### config.mk
export PLATFORM = sky130hd
export DESIGN_NAME = lpdac_top
export DESIGN_NICKNAME = d
export VERILOG_FILES = /design/src/lpdac_pkg.sv /design/src/lpdac_switch_sel.sv /design/src/lpdac_code_mux.sv /design/src/lpdac_top.sv
export VERILOG_INCLUDE_DIRS = /design/src /design/src/src
export SDC_FILE = /design/constraint.sdc
export NUM_CORES = 1
export LEC_CHECK = 0
export BUFFER_PORTS_ARGS = -buffer_cell sky130_fd_sc_hd__buf_4
export CAP_MARGIN = 20
export CORE_MARGIN = 2
export CORE_UTILIZATION = 50
export CTS_CLUSTER_DIAMETER = 200
export DETAILED_ROUTE_END_ITERATION = 8
export GPL_TIMING_DRIVEN = 0
export PLACE_DENSITY = 0.72
export SLEW_MARGIN = 20
export SYNTH_ARGS = -nofsm -noshare
export SYNTH_HDL_FRONTEND = slang
export SYNTH_SLANG_ARGS = --single-unit
### constraint.sdc
create_clock -name clk_sys -period 2.7 [get_ports clk_sys]
set_clock_uncertainty 0.15 [all_clocks]
set_input_delay 0.54 -clock clk_sys [delete_from_list [all_inputs] [get_ports clk_sys]]
set_output_delay 0.54 -clock clk_sys [all_outputs]
set_load 0.03 [all_outputs]
### src/lpdac_cfg.svh
`ifndef LPDAC_CFG_SVH
`define LPDAC_CFG_SVH

// Byte addresses of the registers.
`define LPDAC_OFS_REFBUF 16'h2050
`define LPDAC_OFS_DATA 16'h2120
`define LPDAC_OFS_SWITCH 16'h2124
`define LPDAC_OFS_CONFIG 16'h2128
`define LPDAC_OFS_CMMUX 16'h235C
`define LPDAC_OFS_FRONTEND 16'h2000

// Reset values.
`define LPDAC_RST_REFBUF 2'h0
`define LPDAC_RST_DATA 18'h00000
`define LPDAC_RST_SWITCH 6'h00
`define LPDAC_RST_CONFIG 7'h02
`define LPDAC_RST_WORD 32'h00000000

// Configuration field positions and width.
`define LPDAC_CFG_WE 0
`define LPDAC_CFG_PWD 1
`define LPDAC_CFG_SRC 6
`define LPDAC_CFG_W 7

// Data, switch, reference buffer, common-mode and front-end field layout.
`define LPDAC_BIAS_W 12
`define LPDAC_ZERO_W 6
`define LPDAC_DATA_W 18
`define LPDAC_SW_W 6
`define LPDAC_REFBUF_W 2
`define LPDAC_CM_SETUP_BIT 3
`define LPDAC_HS_BUF_BIT 21

// Switch patterns, bit n closes switch n.
`define LPDAC_SW_OPEN 5'h00
`define LPDAC_SW_NORMAL 5'h0C
`define LPDAC_SW_DIAG 5'h11

// Bus responses.
`define LPDAC_RESP_OKAY 2'h0
`define LPDAC_RESP_SLVERR 2'h2

`endif

### src/lpdac_pkg.sv
`include "lpdac_cfg.svh"

package lpdac_pkg;

  // One-hot register selector from the address decoder.
  typedef enum logic [6:0] {
    LPDAC_SEL_NONE = 7'h01,
    LPDAC_SEL_REFBUF = 7'h02,
    LPDAC_SEL_DATA = 7'h04,
    LPDAC_SEL_SWITCH = 7'h08,
    LPDAC_SEL_CONFIG = 7'h10,
    LPDAC_SEL_CMMUX = 7'h20,
    LPDAC_SEL_FRONTEND = 7'h40
  } lpdac_sel_type;

  // The two codes, packed as they sit in the data register.
  typedef struct packed {
    logic [`LPDAC_ZERO_W-1:0] zero;
    logic [`LPDAC_BIAS_W-1:0] bias;
  } lpdac_codes_type;

  // Configuration bits 6 down to 1, in register order.
  typedef struct packed {
    logic from_wavegen;
    logic diag_mode;
    logic zero_from_12b;
    logic bias_from_6b;
    logic ref_supply;
    logic power_down;
  } lpdac_route_type;

  // Switch control register contents.
  typedef struct packed {
    logic override;
    logic [4:0] closed;
  } lpdac_switch_type;

endpackage : lpdac_pkg

### src/lpdac_switch_sel.sv
`timescale 1ns/10ps
`default_nettype none
`include "lpdac_cfg.svh"

module lpdac_switch_sel (
  input wire lpdac_pkg::lpdac_route_type route, // Decoded configuration.
  input wire lpdac_pkg::lpdac_switch_type sw, // Switch register.
  output logic [4:0] closed // Bit n high closes switch n.
);
  import lpdac_pkg::*;

  // Power-down wins over everything so no output is ever left connected.
  always_comb begin
    if (route.power_down) begin
      closed = `LPDAC_SW_OPEN;
    end else if (sw.override) begin
      closed = sw.closed;
    end else if (route.diag_mode) begin
      closed = `LPDAC_SW_DIAG;
    end else begin
      closed = `LPDAC_SW_NORMAL;
    end
  end

endmodule : lpdac_switch_sel

`default_nettype wire

### src/lpdac_code_mux.sv
`timescale 1ns/10ps
`default_nettype none

module lpdac_code_mux (
  input wire lpdac_pkg::lpdac_route_type route, // Decoded configuration.
  input wire lpdac_pkg::lpdac_codes_type data_codes, // From data register.
  input wire lpdac_pkg::lpdac_codes_type wave_codes, // From wave generator.
  output lpdac_pkg::lpdac_codes_type codes, // Codes fed to the strings.
  output lpdac_pkg::lpdac_codes_type node_codes // Codes seen on the nodes.
);
  import lpdac_pkg::*;

  // Pick the code source.
  always_comb begin
    codes = route.from_wavegen ? wave_codes : data_codes;
  end

  // One 6-bit step equals 64 steps of the 12-bit string, so a swapped
  // node is shown in the other output's scale by a 6-bit shift.
  always_comb begin
    node_codes.bias = route.bias_from_6b ? {codes.zero, 6'h00}
                                         : codes.bias;
    node_codes.zero = route.zero_from_12b ? codes.bias[11:6]
                                          : codes.zero;
  end

endmodule : lpdac_code_mux

`default_nettype wire

### src/lpdac_top.sv
`timescale 1ns/10ps
`default_nettype none
`include "lpdac_cfg.svh"

module lpdac_top #(
  parameter int ADDR_W = 16 // Byte address width of the slave.
) (
  input wire logic clk_sys, // System clock.
  input wire logic nrst, // Asynchronous reset, active low.
  input wire logic [ADDR_W-1:0] s_axi_awaddr, // Write address.
  input wire logic s_axi_awvalid, // Write address valid.
  output logic s_axi_awready, // Write address ready.
  input wire logic [31:0] s_axi_wdata, // Write data.
  input wire logic [3:0] s_axi_wstrb, // Write byte enables.
  input wire logic s_axi_wvalid, // Write data valid.
  output logic s_axi_wready, // Write data ready.
  output logic [1:0] s_axi_bresp, // Write response.
  output logic s_axi_bvalid, // Write response valid.
  input wire logic s_axi_bready, // Write response ready.
  input wire logic [ADDR_W-1:0] s_axi_araddr, // Read address.
  input wire logic s_axi_arvalid, // Read address valid.
  output logic s_axi_arready, // Read address ready.
  output logic [31:0] s_axi_rdata, // Read data.
  output logic [1:0] s_axi_rresp, // Read response.
  output logic s_axi_rvalid, // Read data valid.
  input wire logic s_axi_rready, // Read data ready.
  input wire lpdac_pkg::lpdac_codes_type wave_codes, // Wave generator codes.
  output lpdac_pkg::lpdac_codes_type dac_codes, // Codes to the strings.
  output lpdac_pkg::lpdac_codes_type node_codes, // Codes on the nodes.
  output lpdac_pkg::lpdac_route_type route, // Source, mux, ref, power.
  output logic [4:0] switch_closed, // Output switches, high closed.
  output logic [1:0] ref_buf_off, // Buffer and reference power-down.
  output logic cm_setup_en, // Common-mode setup enable.
  output logic hs_dac_buf_en // Fast DAC dc buffer enable.
);
  import lpdac_pkg::*;

  // The decoder compares 16-bit offsets, so the address must hold them.
  if (ADDR_W < 16) begin : g_addr_check
    $error("ADDR_W must be at least 16");
  end

  logic aw_hold, w_hold;
  logic next_aw_hold, next_w_hold, next_bvalid, next_rvalid;
  logic [ADDR_W-1:0] aw_addr;
  logic [31:0] w_data;
  logic [3:0] w_strb;
  logic do_write, do_read;
  lpdac_sel_type wr_sel, rd_sel, rd_sel_q;
  logic [31:0] wr_word;
  logic [`LPDAC_REFBUF_W-1:0] refbuf;
  lpdac_codes_type data;
  lpdac_switch_type sw;
  logic [`LPDAC_CFG_W-1:0] cfg;
  logic [31:0] cmmux, frontend;
  lpdac_route_type cfg_route;
  lpdac_codes_type mux_codes, mux_nodes;
  logic [4:0] mux_closed;

  // Address decode shared by the read and the write path.
  function automatic lpdac_sel_type decode(input logic [ADDR_W-1:0] a);
    logic [ADDR_W-1:0] w;
    w = a & ~{{(ADDR_W-2){1'b0}}, 2'h3};
    if (w == ADDR_W'(`LPDAC_OFS_REFBUF)) return LPDAC_SEL_REFBUF;
    if (w == ADDR_W'(`LPDAC_OFS_DATA)) return LPDAC_SEL_DATA;
    if (w == ADDR_W'(`LPDAC_OFS_SWITCH)) return LPDAC_SEL_SWITCH;
    if (w == ADDR_W'(`LPDAC_OFS_CONFIG)) return LPDAC_SEL_CONFIG;
    if (w == ADDR_W'(`LPDAC_OFS_CMMUX)) return LPDAC_SEL_CMMUX;
    if (w == ADDR_W'(`LPDAC_OFS_FRONTEND)) return LPDAC_SEL_FRONTEND;
    return LPDAC_SEL_NONE;
  endfunction : decode

  // Read view of every register; bits not stored read zero.
  function automatic logic [31:0] view(input lpdac_sel_type s);
    logic [31:0] v;
    v = `LPDAC_RST_WORD;
    unique case (s)
      LPDAC_SEL_REFBUF: v = {30'h0, refbuf};
      LPDAC_SEL_DATA: v = {14'h0, data};
      LPDAC_SEL_SWITCH: v = {26'h0, sw};
      LPDAC_SEL_CONFIG: v = {25'h0, cfg};
      LPDAC_SEL_CMMUX: v = cmmux;
      LPDAC_SEL_FRONTEND: v = frontend;
      LPDAC_SEL_NONE: v = `LPDAC_RST_WORD;
    endcase
    return v;
  endfunction : view

  // Write channel flow: address and data are taken in either order,
  // and new ones wait until the response has been accepted.
  always_comb begin
    do_write = aw_hold && w_hold && !s_axi_bvalid;
    next_aw_hold = (aw_hold || (s_axi_awvalid && s_axi_awready))
                   && !do_write;
    next_w_hold = (w_hold || (s_axi_wvalid && s_axi_wready)) && !do_write;
    next_bvalid = do_write || (s_axi_bvalid && !s_axi_bready);
    do_read = s_axi_arvalid && s_axi_arready;
    next_rvalid = do_read || (s_axi_rvalid && !s_axi_rready);
    wr_sel = do_write ? decode(aw_addr) : LPDAC_SEL_NONE;
    rd_sel = decode(s_axi_araddr);
  end

  // Byte enables merge new bytes into the current register view.
  always_comb begin
    wr_word = view(wr_sel);
    for (int i = 0; i < 4; i++) begin
      if (w_strb[i]) begin
        wr_word[8*i +: 8] = w_data[8*i +: 8];
      end
    end
  end

  // Write handshake registers.
  always_ff @(posedge clk_sys or negedge nrst) begin
    if (!nrst) begin
      aw_hold <= 1'b0;
      w_hold <= 1'b0;
      s_axi_awready <= 1'b0;
      s_axi_wready <= 1'b0;
      s_axi_bvalid <= 1'b0;
      s_axi_bresp <= `LPDAC_RESP_OKAY;
    end else begin
      aw_hold <= next_aw_hold;
      w_hold <= next_w_hold;
      s_axi_awready <= !next_aw_hold && !next_bvalid;
      s_axi_wready <= !next_w_hold && !next_bvalid;
      s_axi_bvalid <= next_bvalid;
      if (do_write) begin
        s_axi_bresp <= (wr_sel == LPDAC_SEL_NONE) ? `LPDAC_RESP_SLVERR
                                                  : `LPDAC_RESP_OKAY;
      end
    end
  end

  // Captured write address and data.
  always_ff @(posedge clk_sys or negedge nrst) begin
    if (!nrst) begin
      aw_addr <= '0;
      w_data <= `LPDAC_RST_WORD;
      w_strb <= 4'h0;
    end else begin
      if (s_axi_awvalid && s_axi_awready) begin
        aw_addr <= s_axi_awaddr;
      end
      if (s_axi_wvalid && s_axi_wready) begin
        w_data <= s_axi_wdata;
        w_strb <= s_axi_wstrb;
      end
    end
  end

  // Read channel; data is sampled at the address handshake.
  always_ff @(posedge clk_sys or negedge nrst) begin
    if (!nrst) begin
      s_axi_arready <= 1'b0;
      s_axi_rvalid <= 1'b0;
      s_axi_rdata <= `LPDAC_RST_WORD;
      s_axi_rresp <= `LPDAC_RESP_OKAY;
      rd_sel_q <= LPDAC_SEL_NONE;
    end else begin
      s_axi_arready <= !next_rvalid;
      s_axi_rvalid <= next_rvalid;
      if (do_read) begin
        s_axi_rdata <= view(rd_sel);
        rd_sel_q <= rd_sel;
        s_axi_rresp <= (rd_sel == LPDAC_SEL_NONE) ? `LPDAC_RESP_SLVERR
                                                  : `LPDAC_RESP_OKAY;
      end
    end
  end

  // Configuration register; only the low seven bits exist.
  always_ff @(posedge clk_sys or negedge nrst) begin
    if (!nrst) begin
      cfg <= `LPDAC_RST_CONFIG;
    end else if (wr_sel == LPDAC_SEL_CONFIG) begin
      cfg <= wr_word[`LPDAC_CFG_W-1:0];
    end
  end

  // Data register is forced to zero while writes are not enabled.
  always_ff @(posedge clk_sys or negedge nrst) begin
    if (!nrst) begin
      data <= `LPDAC_RST_DATA;
    end else if (!cfg[`LPDAC_CFG_WE]) begin
      data <= `LPDAC_RST_DATA;
    end else if (wr_sel == LPDAC_SEL_DATA) begin
      data <= wr_word[`LPDAC_DATA_W-1:0];
    end
  end

  // Switch control register.
  always_ff @(posedge clk_sys or negedge nrst) begin
    if (!nrst) begin
      sw <= `LPDAC_RST_SWITCH;
    end else if (wr_sel == LPDAC_SEL_SWITCH) begin
      sw <= wr_word[`LPDAC_SW_W-1:0];
    end
  end

  // Reference buffer, common-mode mux and front-end enable registers.
  always_ff @(posedge clk_sys or negedge nrst) begin
    if (!nrst) begin
      refbuf <= `LPDAC_RST_REFBUF;
      cmmux <= `LPDAC_RST_WORD;
      frontend <= `LPDAC_RST_WORD;
    end else begin
      if (wr_sel == LPDAC_SEL_REFBUF) begin
        refbuf <= wr_word[`LPDAC_REFBUF_W-1:0];
      end
      if (wr_sel == LPDAC_SEL_CMMUX) begin
        cmmux <= wr_word;
      end
      if (wr_sel == LPDAC_SEL_FRONTEND) begin
        frontend <= wr_word;
      end
    end
  end

  // Bits 6 to 1 of the configuration map one to one onto the route.
  assign cfg_route = lpdac_route_type'(cfg[`LPDAC_CFG_SRC:`LPDAC_CFG_PWD]);

  lpdac_code_mux u_code_mux (
    .route(cfg_route),
    .data_codes(data),
    .wave_codes(wave_codes),
    .codes(mux_codes),
    .node_codes(mux_nodes)
  );

  lpdac_switch_sel u_switch_sel (
    .route(cfg_route),
    .sw(sw),
    .closed(mux_closed)
  );

  // Outputs are registered so the analog side never sees decode glitches;
  // the price is one cycle from register write to pin.
  always_ff @(posedge clk_sys or negedge nrst) begin
    if (!nrst) begin
      dac_codes <= `LPDAC_RST_DATA;
      node_codes <= `LPDAC_RST_DATA;
      route <= lpdac_route_type'(6'(`LPDAC_RST_CONFIG >> 1));
      switch_closed <= `LPDAC_SW_OPEN;
      ref_buf_off <= `LPDAC_RST_REFBUF;
      cm_setup_en <= 1'b0;
      hs_dac_buf_en <= 1'b0;
    end else begin
      dac_codes <= mux_codes;
      node_codes <= mux_nodes;
      route <= cfg_route;
      switch_closed <= mux_closed;
      ref_buf_off <= refbuf;
      cm_setup_en <= cmmux[`LPDAC_CM_SETUP_BIT];
      hs_dac_buf_en <= frontend[`LPDAC_HS_BUF_BIT];
    end
  end
endmodule : lpdac_top

`default_nettype wire

==> results by stage <==
Worst setup path:
- Of all nets on the critical path, the largest fanout is 7.
- Data arrives at the worst endpoint at 2.86 ns.
- The worst flop-to-flop path startpoint is aw_addr[11]$_DFFE_PN0P_.
- On the worst path, the slowest cell contributes a delay of 0.44 ns.
- The kind of launch point of the worst setup path is a flip-flop.
- The setup path with the least slack is of type reg2reg.
- Setup slack on the worst reg-to-reg path comes out at 0.09 ns.
- For the worst setup path, the data required time is 2.96 ns.
- The logic depth of the worst setup path including buffers is 6.
- Walking the worst path, the cells encountered are nor4b_4 -> nand3_2 -> a211o_2 -> a2111oi_2 -> o21ai_1 -> mux2_2.
- The buffering stage count on the worst path with inverters included is 0.
- The reg-to-reg endpoint is refbuf[0]$_DFFE_PN0N_.
- STA classifies the critical path endpoint as a flip-flop.
- The standard cell with the maximum stage delay on the critical path is a211o_2.
- For the worst flop-to-flop path, the logic depth is 6.
- The kind of cell with the highest combined delay on the critical path is compound AO/OA/AOI/OAI gates.

Final layout:
- The number of antenna diodes in the final layout is 0.
- The library cells used most frequently in the layout, excluding fill and tap cells, are dfrtp_1 (237), buf_4 (189), mux2_2 (94).
- The net count of the finished layout is 1,250.
- The most common cell after layout, fill and taps aside is dfrtp_1.
- Relative to the synthesized area, the layout overhead comes to 26.6%.
- The final standard cell utilization of the core is 64.3%.
- The combined flip-flop and latch cell area is 0.00598 mm^2.
- For this run, the number of standard cells in the final layout without fillers is 1,452.
- The layout has 1,675 filler cells.
- Summing all multi-input logic gate instances after layout gives 0.00435 mm^2.
- In the final layout, the share of cells above drive strength 1 is 33.0%.
- The finished layout cell area is 0.0134 mm^2.

Worst hold path:
- The min-delay analysis places its worst path in the category in2reg.
- The endpoint of the worst hold-timing path is s_axi_rvalid$_DFF_PN0_.
- The cell count of the worst hold path is 2.
- The worst hold path startpoint is s_axi_rready.

Power and ir drop:
- The overall power consumption is 10.8 mW.
- The standby leakage power is 6.20 nW.
- The worst supply voltage drop on vdd is 634 uV.
- The power per unit of standard cell area is 802 mW/mm^2.

Logic synthesis:
- Summing the areas of all compound-gate instances in the mapped netlist gives 15.6% of the synthesized area.
- The XOR/XNOR share of the synthesized area is 0%.
- For this run, the number of Yosys warnings is 0.
- The fraction of synthesized area in multiplexers is 12.2%.
- The most used flip-flop cell after synthesis is dfrtp_1.
- Summing the areas of all fa, ha and maj instances in the mapped netlist gives 0% of the synthesized area.
- The post-synthesis simple-gate area fraction is 12.6%.
- The post-synthesis cell type count is 65.
- Counting flops with an async set or reset pin after synthesis yields a share of 100%.
- The post-synthesis area per instance is 11.3 um^2.
- The synthesized design contains 0 enable-type register cells.
- The synthesized instance count is 941.
- The post-synth design cell area is 0.0106 mm^2.
- Counting flops and latches in the post-synthesis netlist gives 239.
- The dominant combinational cell family by area after synthesis is compound AO/OA/AOI/OAI gates.
- Sequential cells were found to cover 56.4% of the synthesized design area.

Floorplan:
- The full die area is 0.0224 mm^2.
- The number of core rows is 53.
- Once the floorplan was initialized, standard cells occupied 50.8% of the core.
- The region available for standard cell placement spans 0.0209 mm^2.
- The boundary pin count is 185.
- The x dimension of the die is 150 um.
- Measured along the y axis, the die boundary spans 150 um.

Clock tree:
- The master cell of the clock root buffer is clkbuf_16.
- The clock-pin slew reported for the worst setup and hold paths after clock tree synthesis is 0.06 ns.
- The maximum number of buffers from clock root to sink is 3.
- Buffers inserted during clock tree synthesis total 26.
- The CTS tree is yes.
- The clock latency at the later pin of the worst-skew pair is 0.53 ns.
- The number of clock sinks seen by CTS is 239.
- The depth of the CTS H-tree is 1.

Drt:
- In the routed design, unresolved DRC markers number 0.
- The routed via count divided by cell count is 5.96.
- The detailed router placed 8,661 vias in this run.
- Dividing the detail-routed wire length by the instance count gives 20.6 um.
- The number of violations reported at the end of detailed-routing iteration 0 is 897.
- The final antenna-violating net count is 0.
- The number of iterations in the first detailed-routing pass is 9.
- The final layout contains routed wiring with a total length of 29.9 mm.

Place:
- The number of buffers inserted by port buffering is 178.
- The post-placement setup slack is -0.405 ns.
- The post-detailed-placement half-perimeter wirelength is 20.9 mm.
- The congestion estimate from routability-driven global placement came to 0.914.
- The placed cell count is 1,397.
- The cell area after placement is 0.0124 mm^2.

Timing:
- Counting I/O delays and the setup requirement, the final critical path takes 2.61 ns.
- Setup violations remaining at the end of the flow were counted as 0.
- The number of pins exceeding their max-slew limit in the final report was 0.
- The worst path uses 96.5% of the clock period.
- The hold violation count in the final report was 0.
- Setup slack on the critical path of the routed design comes to 0.0940 ns.
- The measured slew at the worst slew-check pin is 0.961 ns.
- The worst pin sits at a relative slew slack of 35.5%.
- In the final timing run, aggregate negative setup slack is 0 ns.
- The upper clock frequency limit is 0.384 GHz.
- The worst hold margin is 0.0810 ns.

Global routing:
- The first global-routing pass estimated 46.0 mm of wire.
- The overall fraction of global-route tracks in use is 26.4%.
- The number of global-route vias before repair is 8,487.
- The total congestion overflow is 0.
- The initial antenna violation count was 0.
- The maximum number of pins on one net before global-route repair is 102.

Status:
- The run finished with clean final reports.

Job:
- Max-cap violations in this run came to 0.
logic make-up after synthesis:
family          Yosys count
simple gates            266
compound gates          251
flops                   239
mux                     114
buf+inv                  70
other cells               1
final cells by class:
class,count,share of cell area (%)
Tap cell,275,2.56
Clock inverter,11,1.21
Sequential cell,239,44.6
Multi-Input combinational cell,633,32.4
Clock buffer,37,5.91
Timing Repair Buffer,187,10.8
Buffer,60,2.24
Inverter,10,0.280
routing by layer:
layer	GRT usage, %	vias up	share of wire [%]
met4	7.57	0	2.1
li1	-	3860	-
met3	4.51	60	8.5
met2	42.5	436	47
met1	37.2	4305	42
met5	0	-	0
worst max path at each step:
stage                                       start                          end
after global placement                       nrst       w_data[26]$_DFFE_PN0P_
after detailed placement          s_axi_araddr[3]  s_axi_rdata[15]$_DFFE_PN0P_
after floorplan            s_axi_bvalid$_DFF_PN0_        cmmux[24]$_DFFE_PN0N_
after CTS                  aw_addr[9]$_DFFE_PN0P_     frontend[21]$_DFFE_PN0N_
final                     aw_addr[11]$_DFFE_PN0P_        refbuf[0]$_DFFE_PN0N_
after global routing       aw_addr[9]$_DFFE_PN0P_     frontend[17]$_DFFE_PN0N_
state kept, by name, summed over array words and instances, names as in the netlist, 14 cells and up:
name	count
w_data	32
frontend	32
aw_addr	14
cmmux	32
node_codes	18
data	18
s_axi_rdata	32
dac_codes	18
cell usage after synthesis (all sizes together) (2+ instances only):
cell	n	area, um^2
inv	10	37.5
dfstp	2	52.6
a2bb2oi	8	70.1
o2bb2ai	3	26.3
nand4	2	12.5
nor4b	2	30.0
o211a	8	80.1
buf	26	165
a221o	6	60.1
dfrtp	237	5930
a221oi	18	158
nor2b	16	103
a21oi	78	394
or4b	2	23.8
nand3	15	80.1
a211o	2	17.5
o21ai	51	255
nand4bb	2	22.5
o21a	2	15.0
a21boi	7	52.6
nor3	10	72.6
clkbuf	34	129
or4	2	15.0
and2	6	37.5
and4bb	2	25.0
nand2	83	312
or3	3	18.8
a222oi	11	110
o31ai	11	82.6
nor4	8	101
and3	3	18.8
mux2i	12	120
a31oi	17	106
a211oi	4	30.0
nand2b	8	50.1
mux2	102	1180
a22oi	20	150
nor2	96	363
what timing repair did:
action                                  in CTS  in global routing
buffers inserted                             3                  3
pin swaps                                    1                  2
hold endpoints to repair                    52                  0
hold buffers                                 1                  0
endpoints found under the setup margin      54                 58
resized for setup                            6                 13
power by group:
part | total [mW] | leakage (nW) | switching [mW] | internal [mW]
Sequential | 4.55 | 3.14 | 0.435 | 4.12
Clock | 3.88 | 0.465 | 1.46 | 2.42
Combinational | 2.34 | 2.59 | 1.38 | 0.960
No activity file was read; power rests on OpenSTA's default activity.
